===== src/inc/fpa_cfg.svh =====
`ifndef FPA_CFG_SVH
`define FPA_CFG_SVH

// ==================================================================
// Mode codes of the two-bit mode field.
`define FPA_MODE_OFF 2'h0
`define FPA_MODE_PART 2'h1
`define FPA_MODE_FULL 2'h2
`define FPA_MODE_RST 2'h0

// ==================================================================
// Fetch timing field: reset value and shortest usable count.
`define FPA_TIM_RST 3'h7
`define FPA_TIM_MIN 3'h1
`define FPA_TIM_ZERO 3'h0

// ==================================================================
// Line geometry and fetch address fields.
`define FPA_LINE_W 128
`define FPA_ADDR_W 18
`define FPA_BANK_BIT 4
`define FPA_LINE_LO 4
`define FPA_IDX_LO 5
`define FPA_WSEL_HI 3
`define FPA_WSEL_LO 2
`define FPA_HSEL_LO 1
`define FPA_LAST_WORD 2'h3
`define FPA_LAST_HALF 3'h7
`define FPA_WORD_W 32
`define FPA_HALF_W 16

`endif


===== src/inc/fpa_pkg.sv =====
`include "fpa_cfg.svh"

// ==================================================================
// Shared types of the flash prefetch accelerator.
package fpa_pkg;

  // Sequencer states of the core-facing fetch logic.
  typedef enum logic [1:0] {ST_IDLE, ST_WAIT} fpa_state_t;

  // Which holding latch a finished bank read is written into.
  typedef enum logic [1:0] {DEST_PF, DEST_BT, DEST_DT} fpa_dest_t;

endpackage : fpa_pkg


===== src/fpa_line_buf.sv =====
`timescale 1ns/100ps

// ==================================================================
// One holding latch: a line, its comparison tag and a valid flag.
module fpa_line_buf #(
  parameter int TAG_W = 13,
  parameter int LINE_W = 128
) (
  // Clock and reset.
  input wire logic clk_sys,
  input wire logic nrst,
  // Control.
  input wire logic clear,
  input wire logic load,
  input wire logic [TAG_W-1:0] loadTag,
  input wire logic [LINE_W-1:0] loadData,
  // Lookup.
  input wire logic [TAG_W-1:0] cmpTag,
  output logic hit,
  output logic [LINE_W-1:0] lineData
);

  logic validReg;
  logic validNext;
  logic [TAG_W-1:0] tagReg;
  logic [TAG_W-1:0] tagNext;
  logic [LINE_W-1:0] dataReg;
  logic [LINE_W-1:0] dataNext;

  // Clear beats a load in the same cycle, so no stale line survives.
  always_comb
  begin
    validNext = validReg;
    tagNext = tagReg;
    dataNext = dataReg;
    if (clear)
    begin
      validNext = 1'b0;
    end
    else if (load)
    begin
      validNext = 1'b1;
      tagNext = loadTag;
      dataNext = loadData;
    end
  end

  // Latches start out empty.
  always_ff @(posedge clk_sys or negedge nrst)
  begin
    if (!nrst)
    begin
      validReg <= 1'b0;
      tagReg <= '0;
      dataReg <= '0;
    end
    else
    begin
      validReg <= validNext;
      tagReg <= tagNext;
      dataReg <= dataNext;
    end
  end

  // A hit needs a valid line with the matching tag.
  assign hit = validReg && (tagReg == cmpTag);
  assign lineData = dataReg;

endmodule : fpa_line_buf


===== src/fpa_top.sv =====
`timescale 1ns/100ps
`include "fpa_cfg.svh"

module fpa_top #(
  parameter int ADDR_W = `FPA_ADDR_W,
  parameter int LINE_W = `FPA_LINE_W
) (
  // Clock and reset.
  input wire logic clk_sys,
  input wire logic nrst,
  // Configuration and programming status.
  input wire logic [1:0] accelMode,
  input wire logic [2:0] fetchTiming,
  input wire logic progBusy,
  // Core fetch port.
  input wire logic reqValid,
  input wire logic reqInstr,
  input wire logic reqSeq,
  input wire logic reqHalf,
  input wire logic [ADDR_W-1:0] reqAddr,
  output logic rdReady,
  output logic [`FPA_WORD_W-1:0] rdData,
  // Flash bank 0.
  output logic flashRead0,
  output logic [ADDR_W-`FPA_IDX_LO-1:0] flashAddr0,
  input wire logic [LINE_W-1:0] flashRdData0,
  // Flash bank 1.
  output logic flashRead1,
  output logic [ADDR_W-`FPA_IDX_LO-1:0] flashAddr1,
  input wire logic [LINE_W-1:0] flashRdData1
);
  import fpa_pkg::*;

  localparam int NBANK = 2;
  localparam int IDX_W = ADDR_W - `FPA_IDX_LO;
  localparam int LTAG_W = ADDR_W - `FPA_LINE_LO;

  // ================================================================
  // Helpers.
  // Pick the addressed word, or halfword in the compressed state.
  function automatic logic [`FPA_WORD_W-1:0] pickItem(
    input logic [LINE_W-1:0] line,
    input logic [`FPA_WSEL_HI:`FPA_HSEL_LO] sel,
    input logic half
  );
    logic [`FPA_WORD_W-1:0] item;
    item = line[sel[`FPA_WSEL_HI:`FPA_WSEL_LO]*`FPA_WORD_W +: `FPA_WORD_W];
    if (half)
    begin
      item = {{`FPA_HALF_W{1'b0}}, line[sel*`FPA_HALF_W +: `FPA_HALF_W]};
    end
    return item;
  endfunction : pickItem

  // ================================================================
  // Configuration capture and invalidate detection.
  logic [1:0] modeReg;
  logic [1:0] modeNext;
  logic [2:0] timReg;
  logic [2:0] timNext;
  logic progPrevReg;
  logic progPrevNext;
  logic invalidate;
  logic modeFull;
  logic modePart;
  logic [2:0] fetchLen;

  // The fields follow their inputs; any mode change flushes.
  always_comb
  begin
    modeNext = accelMode;
    timNext = fetchTiming;
    progPrevNext = progBusy;
  end

  always_ff @(posedge clk_sys or negedge nrst)
  begin
    if (!nrst)
    begin
      modeReg <= `FPA_MODE_RST;
      timReg <= `FPA_TIM_RST;
      progPrevReg <= 1'b0;
    end
    else
    begin
      modeReg <= modeNext;
      timReg <= timNext;
      progPrevReg <= progPrevNext;
    end
  end

  // Reserved mode code acts as off; reserved timing code as one clock.
  assign modeFull = (modeReg == `FPA_MODE_FULL);
  assign modePart = (modeReg == `FPA_MODE_PART);
  assign fetchLen = (timReg == `FPA_TIM_ZERO) ? `FPA_TIM_MIN : timReg;
  assign invalidate = (accelMode != modeReg)
    || (progBusy && !progPrevReg);

  // ================================================================
  // Fetch address fields and latch lookups.
  logic tgtBank;
  logic [IDX_W-1:0] tgtIdx;
  logic [IDX_W-1:0] tgtIdxInc;
  logic [LINE_W-1:0] fData [NBANK];
  logic [LINE_W-1:0] btData [NBANK];
  logic [LINE_W-1:0] pfData [NBANK];
  logic [LINE_W-1:0] dtData;
  logic [LINE_W-1:0] dtLoadData;
  logic btHit [NBANK];
  logic pfHit [NBANK];
  logic dtHit;
  logic dtLoad;
  logic dtLoadBank;
  logic isLast;

  assign tgtBank = reqAddr[`FPA_BANK_BIT];
  assign tgtIdx = reqAddr[ADDR_W-1:`FPA_IDX_LO];
  assign tgtIdxInc = tgtIdx + 1'b1;
  assign fData[0] = flashRdData0;
  assign fData[1] = flashRdData1;
  assign isLast = reqHalf
    ? (reqAddr[`FPA_WSEL_HI:`FPA_HSEL_LO] == `FPA_LAST_HALF)
    : (reqAddr[`FPA_WSEL_HI:`FPA_WSEL_LO] == `FPA_LAST_WORD);

  // ================================================================
  // Bank read engines: one address latch and fetch counter per bank.
  logic bBusyReg [NBANK];
  logic bBusyNext [NBANK];
  logic [2:0] bCntReg [NBANK];
  logic [2:0] bCntNext [NBANK];
  logic [IDX_W-1:0] bIdxReg [NBANK];
  logic [IDX_W-1:0] bIdxNext [NBANK];
  fpa_dest_t bDestReg [NBANK];
  fpa_dest_t bDestNext [NBANK];
  logic bDone [NBANK];
  logic dmdStart [NBANK];
  logic [IDX_W-1:0] dmdIdx [NBANK];
  fpa_dest_t dmdDest;
  logic pfStart [NBANK];

  // A demand read preempts a prefetch; a prefetch starts only on an idle or finishing bank.
  always_comb
  begin
    for (int b = 0; b < NBANK; b++)
    begin
      bBusyNext[b] = bBusyReg[b];
      bCntNext[b] = bCntReg[b];
      bIdxNext[b] = bIdxReg[b];
      bDestNext[b] = bDestReg[b];
      if (bBusyReg[b])
      begin
        bCntNext[b] = bCntReg[b] - 1'b1;
        bBusyNext[b] = !bDone[b];
      end
      if (invalidate)
      begin
        bBusyNext[b] = 1'b0;
      end
      else if (dmdStart[b])
      begin
        bBusyNext[b] = 1'b1;
        bCntNext[b] = fetchLen;
        bIdxNext[b] = dmdIdx[b];
        bDestNext[b] = dmdDest;
      end
      else if (pfStart[b] && (!bBusyReg[b] || bDone[b]) && !progBusy)
      begin
        bBusyNext[b] = 1'b1;
        bCntNext[b] = fetchLen;
        bIdxNext[b] = tgtIdxInc;
        bDestNext[b] = DEST_PF;
      end
    end
  end

  always_ff @(posedge clk_sys or negedge nrst)
  begin
    if (!nrst)
    begin
      for (int b = 0; b < NBANK; b++)
      begin
        bBusyReg[b] <= 1'b0;
        bCntReg[b] <= `FPA_TIM_RST;
        bIdxReg[b] <= '0;
        bDestReg[b] <= DEST_PF;
      end
    end
    else
    begin
      bBusyReg <= bBusyNext;
      bCntReg <= bCntNext;
      bIdxReg <= bIdxNext;
      bDestReg <= bDestNext;
    end
  end

  assign flashRead0 = bBusyReg[0];
  assign flashRead1 = bBusyReg[1];
  assign flashAddr0 = bIdxReg[0];
  assign flashAddr1 = bIdxReg[1];

  // Each bank owns a trail and a prefetch latch; data has one shared.
  for (genvar g = 0; g < NBANK; g++)
  begin : gBank
    assign bDone[g] = bBusyReg[g] && (bCntReg[g] == `FPA_TIM_MIN);
    fpa_line_buf #(.TAG_W(IDX_W), .LINE_W(LINE_W)) uTrail (
      .clk_sys(clk_sys),
      .nrst(nrst),
      .clear(invalidate),
      .load(bDone[g] && (bDestReg[g] == DEST_BT)),
      .loadTag(bIdxReg[g]),
      .loadData(fData[g]),
      .cmpTag(tgtIdx),
      .hit(btHit[g]),
      .lineData(btData[g])
    );
    fpa_line_buf #(.TAG_W(IDX_W), .LINE_W(LINE_W)) uPref (
      .clk_sys(clk_sys),
      .nrst(nrst),
      .clear(invalidate),
      .load(bDone[g] && (bDestReg[g] == DEST_PF)),
      .loadTag(bIdxReg[g]),
      .loadData(fData[g]),
      .cmpTag(tgtIdx),
      .hit(pfHit[g]),
      .lineData(pfData[g])
    );
  end

  assign dtLoadBank = !(bDone[0] && (bDestReg[0] == DEST_DT));
  assign dtLoad = bDone[dtLoadBank] && (bDestReg[dtLoadBank] == DEST_DT);
  assign dtLoadData = fData[dtLoadBank];

  fpa_line_buf #(.TAG_W(LTAG_W), .LINE_W(LINE_W)) uData (
    .clk_sys(clk_sys),
    .nrst(nrst),
    .clear(invalidate),
    .load(dtLoad),
    .loadTag({bIdxReg[dtLoadBank], dtLoadBank}),
    .loadData(dtLoadData),
    .cmpTag(reqAddr[ADDR_W-1:`FPA_LINE_LO]),
    .hit(dtHit),
    .lineData(dtData)
  );

  // ================================================================
  // Core-facing sequencer. Programming itself is not handled here.
  fpa_state_t stReg;
  fpa_state_t stNext;
  logic waitBankReg;
  logic waitBankNext;
  logic rdReadyReg;
  logic rdReadyNext;
  logic [`FPA_WORD_W-1:0] rdDataReg;
  logic [`FPA_WORD_W-1:0] rdDataNext;
  logic useLatch;
  logic covered;

  assign useLatch = modeFull || (modePart && reqSeq);
  assign covered = bBusyReg[tgtBank] && (bDestReg[tgtBank] == DEST_PF)
    && (bIdxReg[tgtBank] == tgtIdx);

  // The answer cycle itself is skipped so a held request is not retaken.
  always_comb
  begin
    stNext = stReg;
    waitBankNext = waitBankReg;
    rdReadyNext = 1'b0;
    rdDataNext = rdDataReg;
    dmdDest = reqInstr ? DEST_BT : DEST_DT;
    for (int b = 0; b < NBANK; b++)
    begin
      dmdStart[b] = 1'b0;
      pfStart[b] = 1'b0;
      dmdIdx[b] = tgtIdx;
    end
    // The partner line is in bank 1 at the same index, or in bank 0 next.
    dmdIdx[0] = tgtBank ? tgtIdxInc : tgtIdx;
    case (stReg)
      ST_IDLE:
      begin
        if (reqValid && !invalidate && !progBusy && !rdReadyReg)
        begin
          if (reqInstr && useLatch && btHit[tgtBank])
          begin
            rdReadyNext = 1'b1;
            rdDataNext = pickItem(btData[tgtBank],
              reqAddr[`FPA_WSEL_HI:`FPA_HSEL_LO], reqHalf);
            pfStart[tgtBank] = isLast;
          end
          else if (reqInstr && useLatch && pfHit[tgtBank])
          begin
            rdReadyNext = 1'b1;
            rdDataNext = pickItem(pfData[tgtBank],
              reqAddr[`FPA_WSEL_HI:`FPA_HSEL_LO], reqHalf);
            pfStart[tgtBank] = isLast;
          end
          else if (reqInstr && useLatch && covered)
          begin
            waitBankNext = tgtBank;
            stNext = ST_WAIT;
          end
          else if (!reqInstr && modeFull && dtHit)
          begin
            rdReadyNext = 1'b1;
            rdDataNext = pickItem(dtData,
              reqAddr[`FPA_WSEL_HI:`FPA_HSEL_LO], reqHalf);
          end
          else
          begin
            dmdStart[tgtBank] = 1'b1;
            dmdStart[!tgtBank] = reqInstr;
            waitBankNext = tgtBank;
            stNext = ST_WAIT;
          end
        end
      end
      ST_WAIT:
      begin
        if (invalidate)
        begin
          stNext = ST_IDLE;
        end
        else if (bDone[waitBankReg])
        begin
          rdReadyNext = 1'b1;
          rdDataNext = pickItem(fData[waitBankReg],
            reqAddr[`FPA_WSEL_HI:`FPA_HSEL_LO], reqHalf);
          // Only code fetches, outside the off mode, look ahead.
          pfStart[waitBankReg] = reqInstr && isLast
            && (modeFull || modePart);
          stNext = ST_IDLE;
        end
      end
      default:
      begin
        stNext = ST_IDLE;
      end
    endcase
  end

  always_ff @(posedge clk_sys or negedge nrst)
  begin
    if (!nrst)
    begin
      stReg <= ST_IDLE;
      waitBankReg <= 1'b0;
      rdReadyReg <= 1'b0;
      rdDataReg <= '0;
    end
    else
    begin
      stReg <= stNext;
      waitBankReg <= waitBankNext;
      rdReadyReg <= rdReadyNext;
      rdDataReg <= rdDataNext;
    end
  end

  assign rdReady = rdReadyReg;
  assign rdData = rdDataReg;

endmodule : fpa_top


===== config.mk =====
export PLATFORM = sky130hd
export DESIGN_NAME = fpa_top
export DESIGN_NICKNAME = d
export VERILOG_FILES = /design/src/inc/fpa_pkg.sv /design/src/fpa_line_buf.sv /design/src/fpa_top.sv
export VERILOG_INCLUDE_DIRS = /design/src /design/src/inc
export SDC_FILE = /design/constraint.sdc
export NUM_CORES = 2
export LEC_CHECK = 0
export BUFFER_PORTS_ARGS = -buffer_cell sky130_fd_sc_hd__buf_2
export CAP_MARGIN = 10
export CORE_AREA = 5 5 222 386
export DETAILED_ROUTE_END_ITERATION = 16
export DIE_AREA = 0 0 227 391
export GPL_TIMING_DRIVEN = 0
export MAX_ROUTING_LAYER = met4
export PLACE_DENSITY = 0.68
export SYNTH_ARGS = -nofsm -noshare
export SYNTH_HDL_FRONTEND = slang
export SYNTH_SLANG_ARGS = --single-unit

===== constraint.sdc =====
create_clock -name clk_sys -period 4.9 [get_ports clk_sys]
set_input_delay 0.98 -clock clk_sys [delete_from_list [all_inputs] [get_ports clk_sys]]
set_output_delay 0.98 -clock clk_sys [all_outputs]
set_load 0.005 [all_outputs]

==> out/results.tsv <==
stage	metric	value	unit
setup_path	CP Max Fanout	10	
synth	Seq/Total Area, Yosys	48.6	%
synth	largest area contributor in the netlist	dfrtp_1	
global_routing	vias in the first global route	31200	
placement	Post-DP Area	0.0440	mm²
floorplan	starting density of the core	49.7	%
job	max cap viols	0	
timing	Max Freq	208	MHz
timing	final period utilization	98.0	%
cts	CTS Buf Count	76	
synth	synthesized instance count	3045	
cts	hold buffers post-CTS	0	
final_layout	Final nets	3762	
outcome	status	completed	
setup_path	CP endpoint kind	flip-flop	
synth	Yosys top cell area share	48.0	%
cts	Worst-Skew Late Latency	690	ps
synth	syn avg cell area	13.4	µm²
timing	final setup vio count	0	
setup_path	Critical Path Start Type	input port	
detailed_routing	via count	30200	
cts	H-tree level count	3	
power_and_ir_drop	Pleak	0.0230	µW
floorplan	io pins	347	
final_layout	layout cells sized above 1	40.4	%
global_routing	first-pass GRT wire length	231000	µm
hold_path	worst hold path class	in -> async	
synth	Post-synth EDFFs	0	
power_and_ir_drop	VDD IR max	316	µV
power_and_ir_drop	Clock power frac	36.8	%
setup_path	worst path required time	5460	ps
floorplan	Core Area	0.0819	mm²
detailed_routing	Post-route DRC	0	
timing	Least-Margin Pin Slew	1370	ps
detailed_routing	Wirelength per Cell	35.8	µm
cts	clock-pin slew on the worst setup and hold paths	70	ps
global_routing	initial antenna violation count	18	
final_layout	area delta synth->final	14.6	%
timing	max-slew violation count	0	
timing	final-report hold violation count	0	
floorplan	DIE AREA	0.0888	mm²
synth	FFs w/ async S/R, synth	100	%
floorplan	die outline height	391	µm
timing	clk_skew	30.8	ps
power_and_ir_drop	net switching power	5030	µW
synth	synthesized area	0.0407	mm²
placement	hpwl dp	125000	µm
synth	Netlist cell types	61	
detailed_routing	Routed Wire Length	165000	µm
detailed_routing	Initial DRT Pass Iterations	5	
cts	CTS resizes	0	
placement	PortBufs	336	
global_routing	grt ovf	0	
power_and_ir_drop	sequential fraction of design power	44.6	%
cts	CTS tree	done	
final_layout	Finished Core Util	56.9	%
placement	Placer Congestion	1.10	
synth	Synth area leaders	dfrtp_1 48%, mux2_2 17%, mux4_2 12%, mux2i_1 5.7%, a21oi_1 2.5%	
synth	Syn Nets	3338	
detailed_routing	vias per inst	6.56	
global_routing	largest net degree at the start of global routing	121	
power_and_ir_drop	Int Pwr	12200	µW
synth	register bit count reported by yosys	790	
detailed_routing	Final ANT Viol Nets	0	
timing	slew margin rel.	8.49	%
floorplan	num rows	139	
timing	Tmin final	4800	ps
setup_path	critical path class	in -> reg	
setup_path	Crit path arrival time	5360	ps
synth	Ys Warns	0	
cts	setup bufs post-CTS	0	
global_routing	Global Route Usage Sum	38.0	%
synth	ys flop type	dfrtp_1	
cts	CTS root buffer	clkbuf_16	
final_layout	fillers	6912	
power_and_ir_drop	switch share	29.3	%
detailed_routing	DR iter-0 viols	3050	
cts	# clock sinks	790	
cts	clock tree buffer depth	3	
timing	RSZ-0062 raised after global routing	false	
final_layout	design area	0.0466	mm²
floorplan	Die W	227	µm
power_and_ir_drop	Pwr Density	369	mW/mm²
power_and_ir_drop	Gate power share	18.6	%
Yosys cell counts, types with 8 or more instances:
cell type	number
nand4_1	25
mux2_4	11
mux2i_1	231
xor2_1	36
nor2_1	206
mux2_2	609
nor4_1	21
a31oi_1	12
buf_6	8
xnor2_1	61
buf_1	18
buf_4	8
a211oi_1	34
nor3_1	19
nor2b_1	18
a22o_1	16
nand2_1	65
mux4_2	224
mux2_1	26
dfrtp_1	781
a21o_1	22
dfstp_2	9
clkbuf_1	141
a21oi_1	204
inv_1	18
o211ai_1	17
o21ai_0	56
nand3_1	14
buf_2	63
worst max-delay path: stages:
cell and delay (ps):
clkbuf_1 370, clkbuf_1 800, clkbuf_1 900, mux4_2 420, mux2i_1 920, o211ai_1 220
o21ai_0 160, a211oi_1 200, mux2_1 360
power groups by stage:
stage               Combinational (µW)  Clock (µW)  Sequential [µW]
detailed placement                3130           0             7780
floorplan                         1850           0             7590
global placement                  3050           0             7760
CTS                               3140        6340             7660
global route                      3360        6580             7730
finish                            3200        6320             7680
placed cells by master, fill, tap and decap left out, types with 8 or more instances in the layout:
master,n
buf_6,9
nor3_1,19
o211ai_1,17
mux2_2,609
mux2i_1,231
a21oi_1,204
xnor2_1,61
mux2_1,26
nor4_1,19
a31oi_1,12
mux4_2,224
inv_1,18
xor2_1,36
buf_4,9
a21o_1,22
nand3_1,14
clkinv_2,16
diode_2,22
clkbuf_16,79
nand4_1,25
nor2b_1,18
buf_2,398
dfrtp_1,781
a22o_1,16
nor2_1,206
nand2_1,65
clkbuf_1,152
bufinv_16,8
buf_1,18
mux2_4,11
a211oi_1,34
dfstp_2,9
o21ai_0,56
clkbuf_8,12
worst paths after layout:
| path | from | to | slack (ps) | cells past startpoint |
|---|---|---|---|---|
| min in group clk_sys | fetchTiming[1] | timReg[1] | 410 | 1 |
| worst max register to register | bCntReg[1] | gBank[1].uTrail.lineData[66] | 530 | 8 |
| max in group asynchronous | nrst | gBank[0].uPref.lineData[12] | 2890 | 3 |
| worst min register to register | gBank[1].uPref.validReg | gBank[1].uPref.validReg | 500 | 1 |
| worst max-delay path | reqAddr[3] | rdData[18] | 100 | 9 |
| worst min-delay path | nrst | gBank[0].uTrail.lineData[121] | 290 | 1 |
registers in the layout, summed over array words and instances, names as in the netlist, 2 cells and up:
signal / count
flashAddr0: 13
flashAddr1: 13
uData.tagReg: 14
rdData: 32
gBank.uPref.lineData: 256
gBank.uPref.tagReg: 26
gBank.uTrail.tagReg: 26
gBank.uTrail.validReg: 2
gBank.uPref.validReg: 2
uData.lineData: 128
gBank.uTrail.lineData: 256
modeReg: 2
timReg: 3
bDestReg: 4
bCntReg: 6
final cells by class:
cell class | count | area, µm² | area share, %
Tap cell | 1057 | 1320 | 2.84
Multi-Input combinational cell | 1999 | 19800 | 42.5
Inverter | 18 | 67.6 | 0.145
Clock buffer | 105 | 2190 | 4.71
Buffer | 238 | 1070 | 2.29
Timing Repair Buffer | 346 | 1920 | 4.11
Clock inverter | 35 | 425 | 0.912
Sequential cell | 790 | 19800 | 42.4
Antenna cell | 22 | 55.1 | 0.118
metrics by stage:
step | hold slack [ps] | power [µW] | setup TNS [ps] | setup slack (ps) | std cells
5_1_grt | 341 | 17700 | 0 | 306 | 4602
3_3_place_gp | 459 | 10800 | - | -14430 | 4438
3_5_place_dp | 476 | 10900 | -3090 | -344 | 4448
2_1_floorplan | 442 | 9440 | 0 | 1660 | 3045
6_report | 285 | 17200 | 0 | 100 | 4610
4_1_cts | 295 | 17100 | 0 | 351 | 4588
per-layer routing:
layer  GRT usage, %  share of wire (%)  vias up
li1               -                  -    12200
met1           42.8                 34    15800
met2           60.5                 48     1710
met3           7.96                8.1      588
met4           26.2                9.1        0
met5              -                  0        -
cells by family (layout without fill, tap and decap cells):
| logic type | Yosys count | in the layout | share of synthesized area [%] |
|---|---|---|---|
| other | 0 | 22 | 0 |
| buffers and inverters | 256 | 742 | 2.78 |
| flip-flops | 790 | 790 | 48.6 |
| XOR/XNOR | 97 | 97 | 2.09 |
| AO/OA/AOI/OAI | 384 | 384 | 5.52 |
| multiplexers | 1101 | 1101 | 36.0 |
| AND/OR/NAND/NOR | 410 | 410 | 4.78 |
| adder cells (fa/ha/maj) | 7 | 7 | 0.215 |
Note: power is estimated with default switching activity, not from simulation.
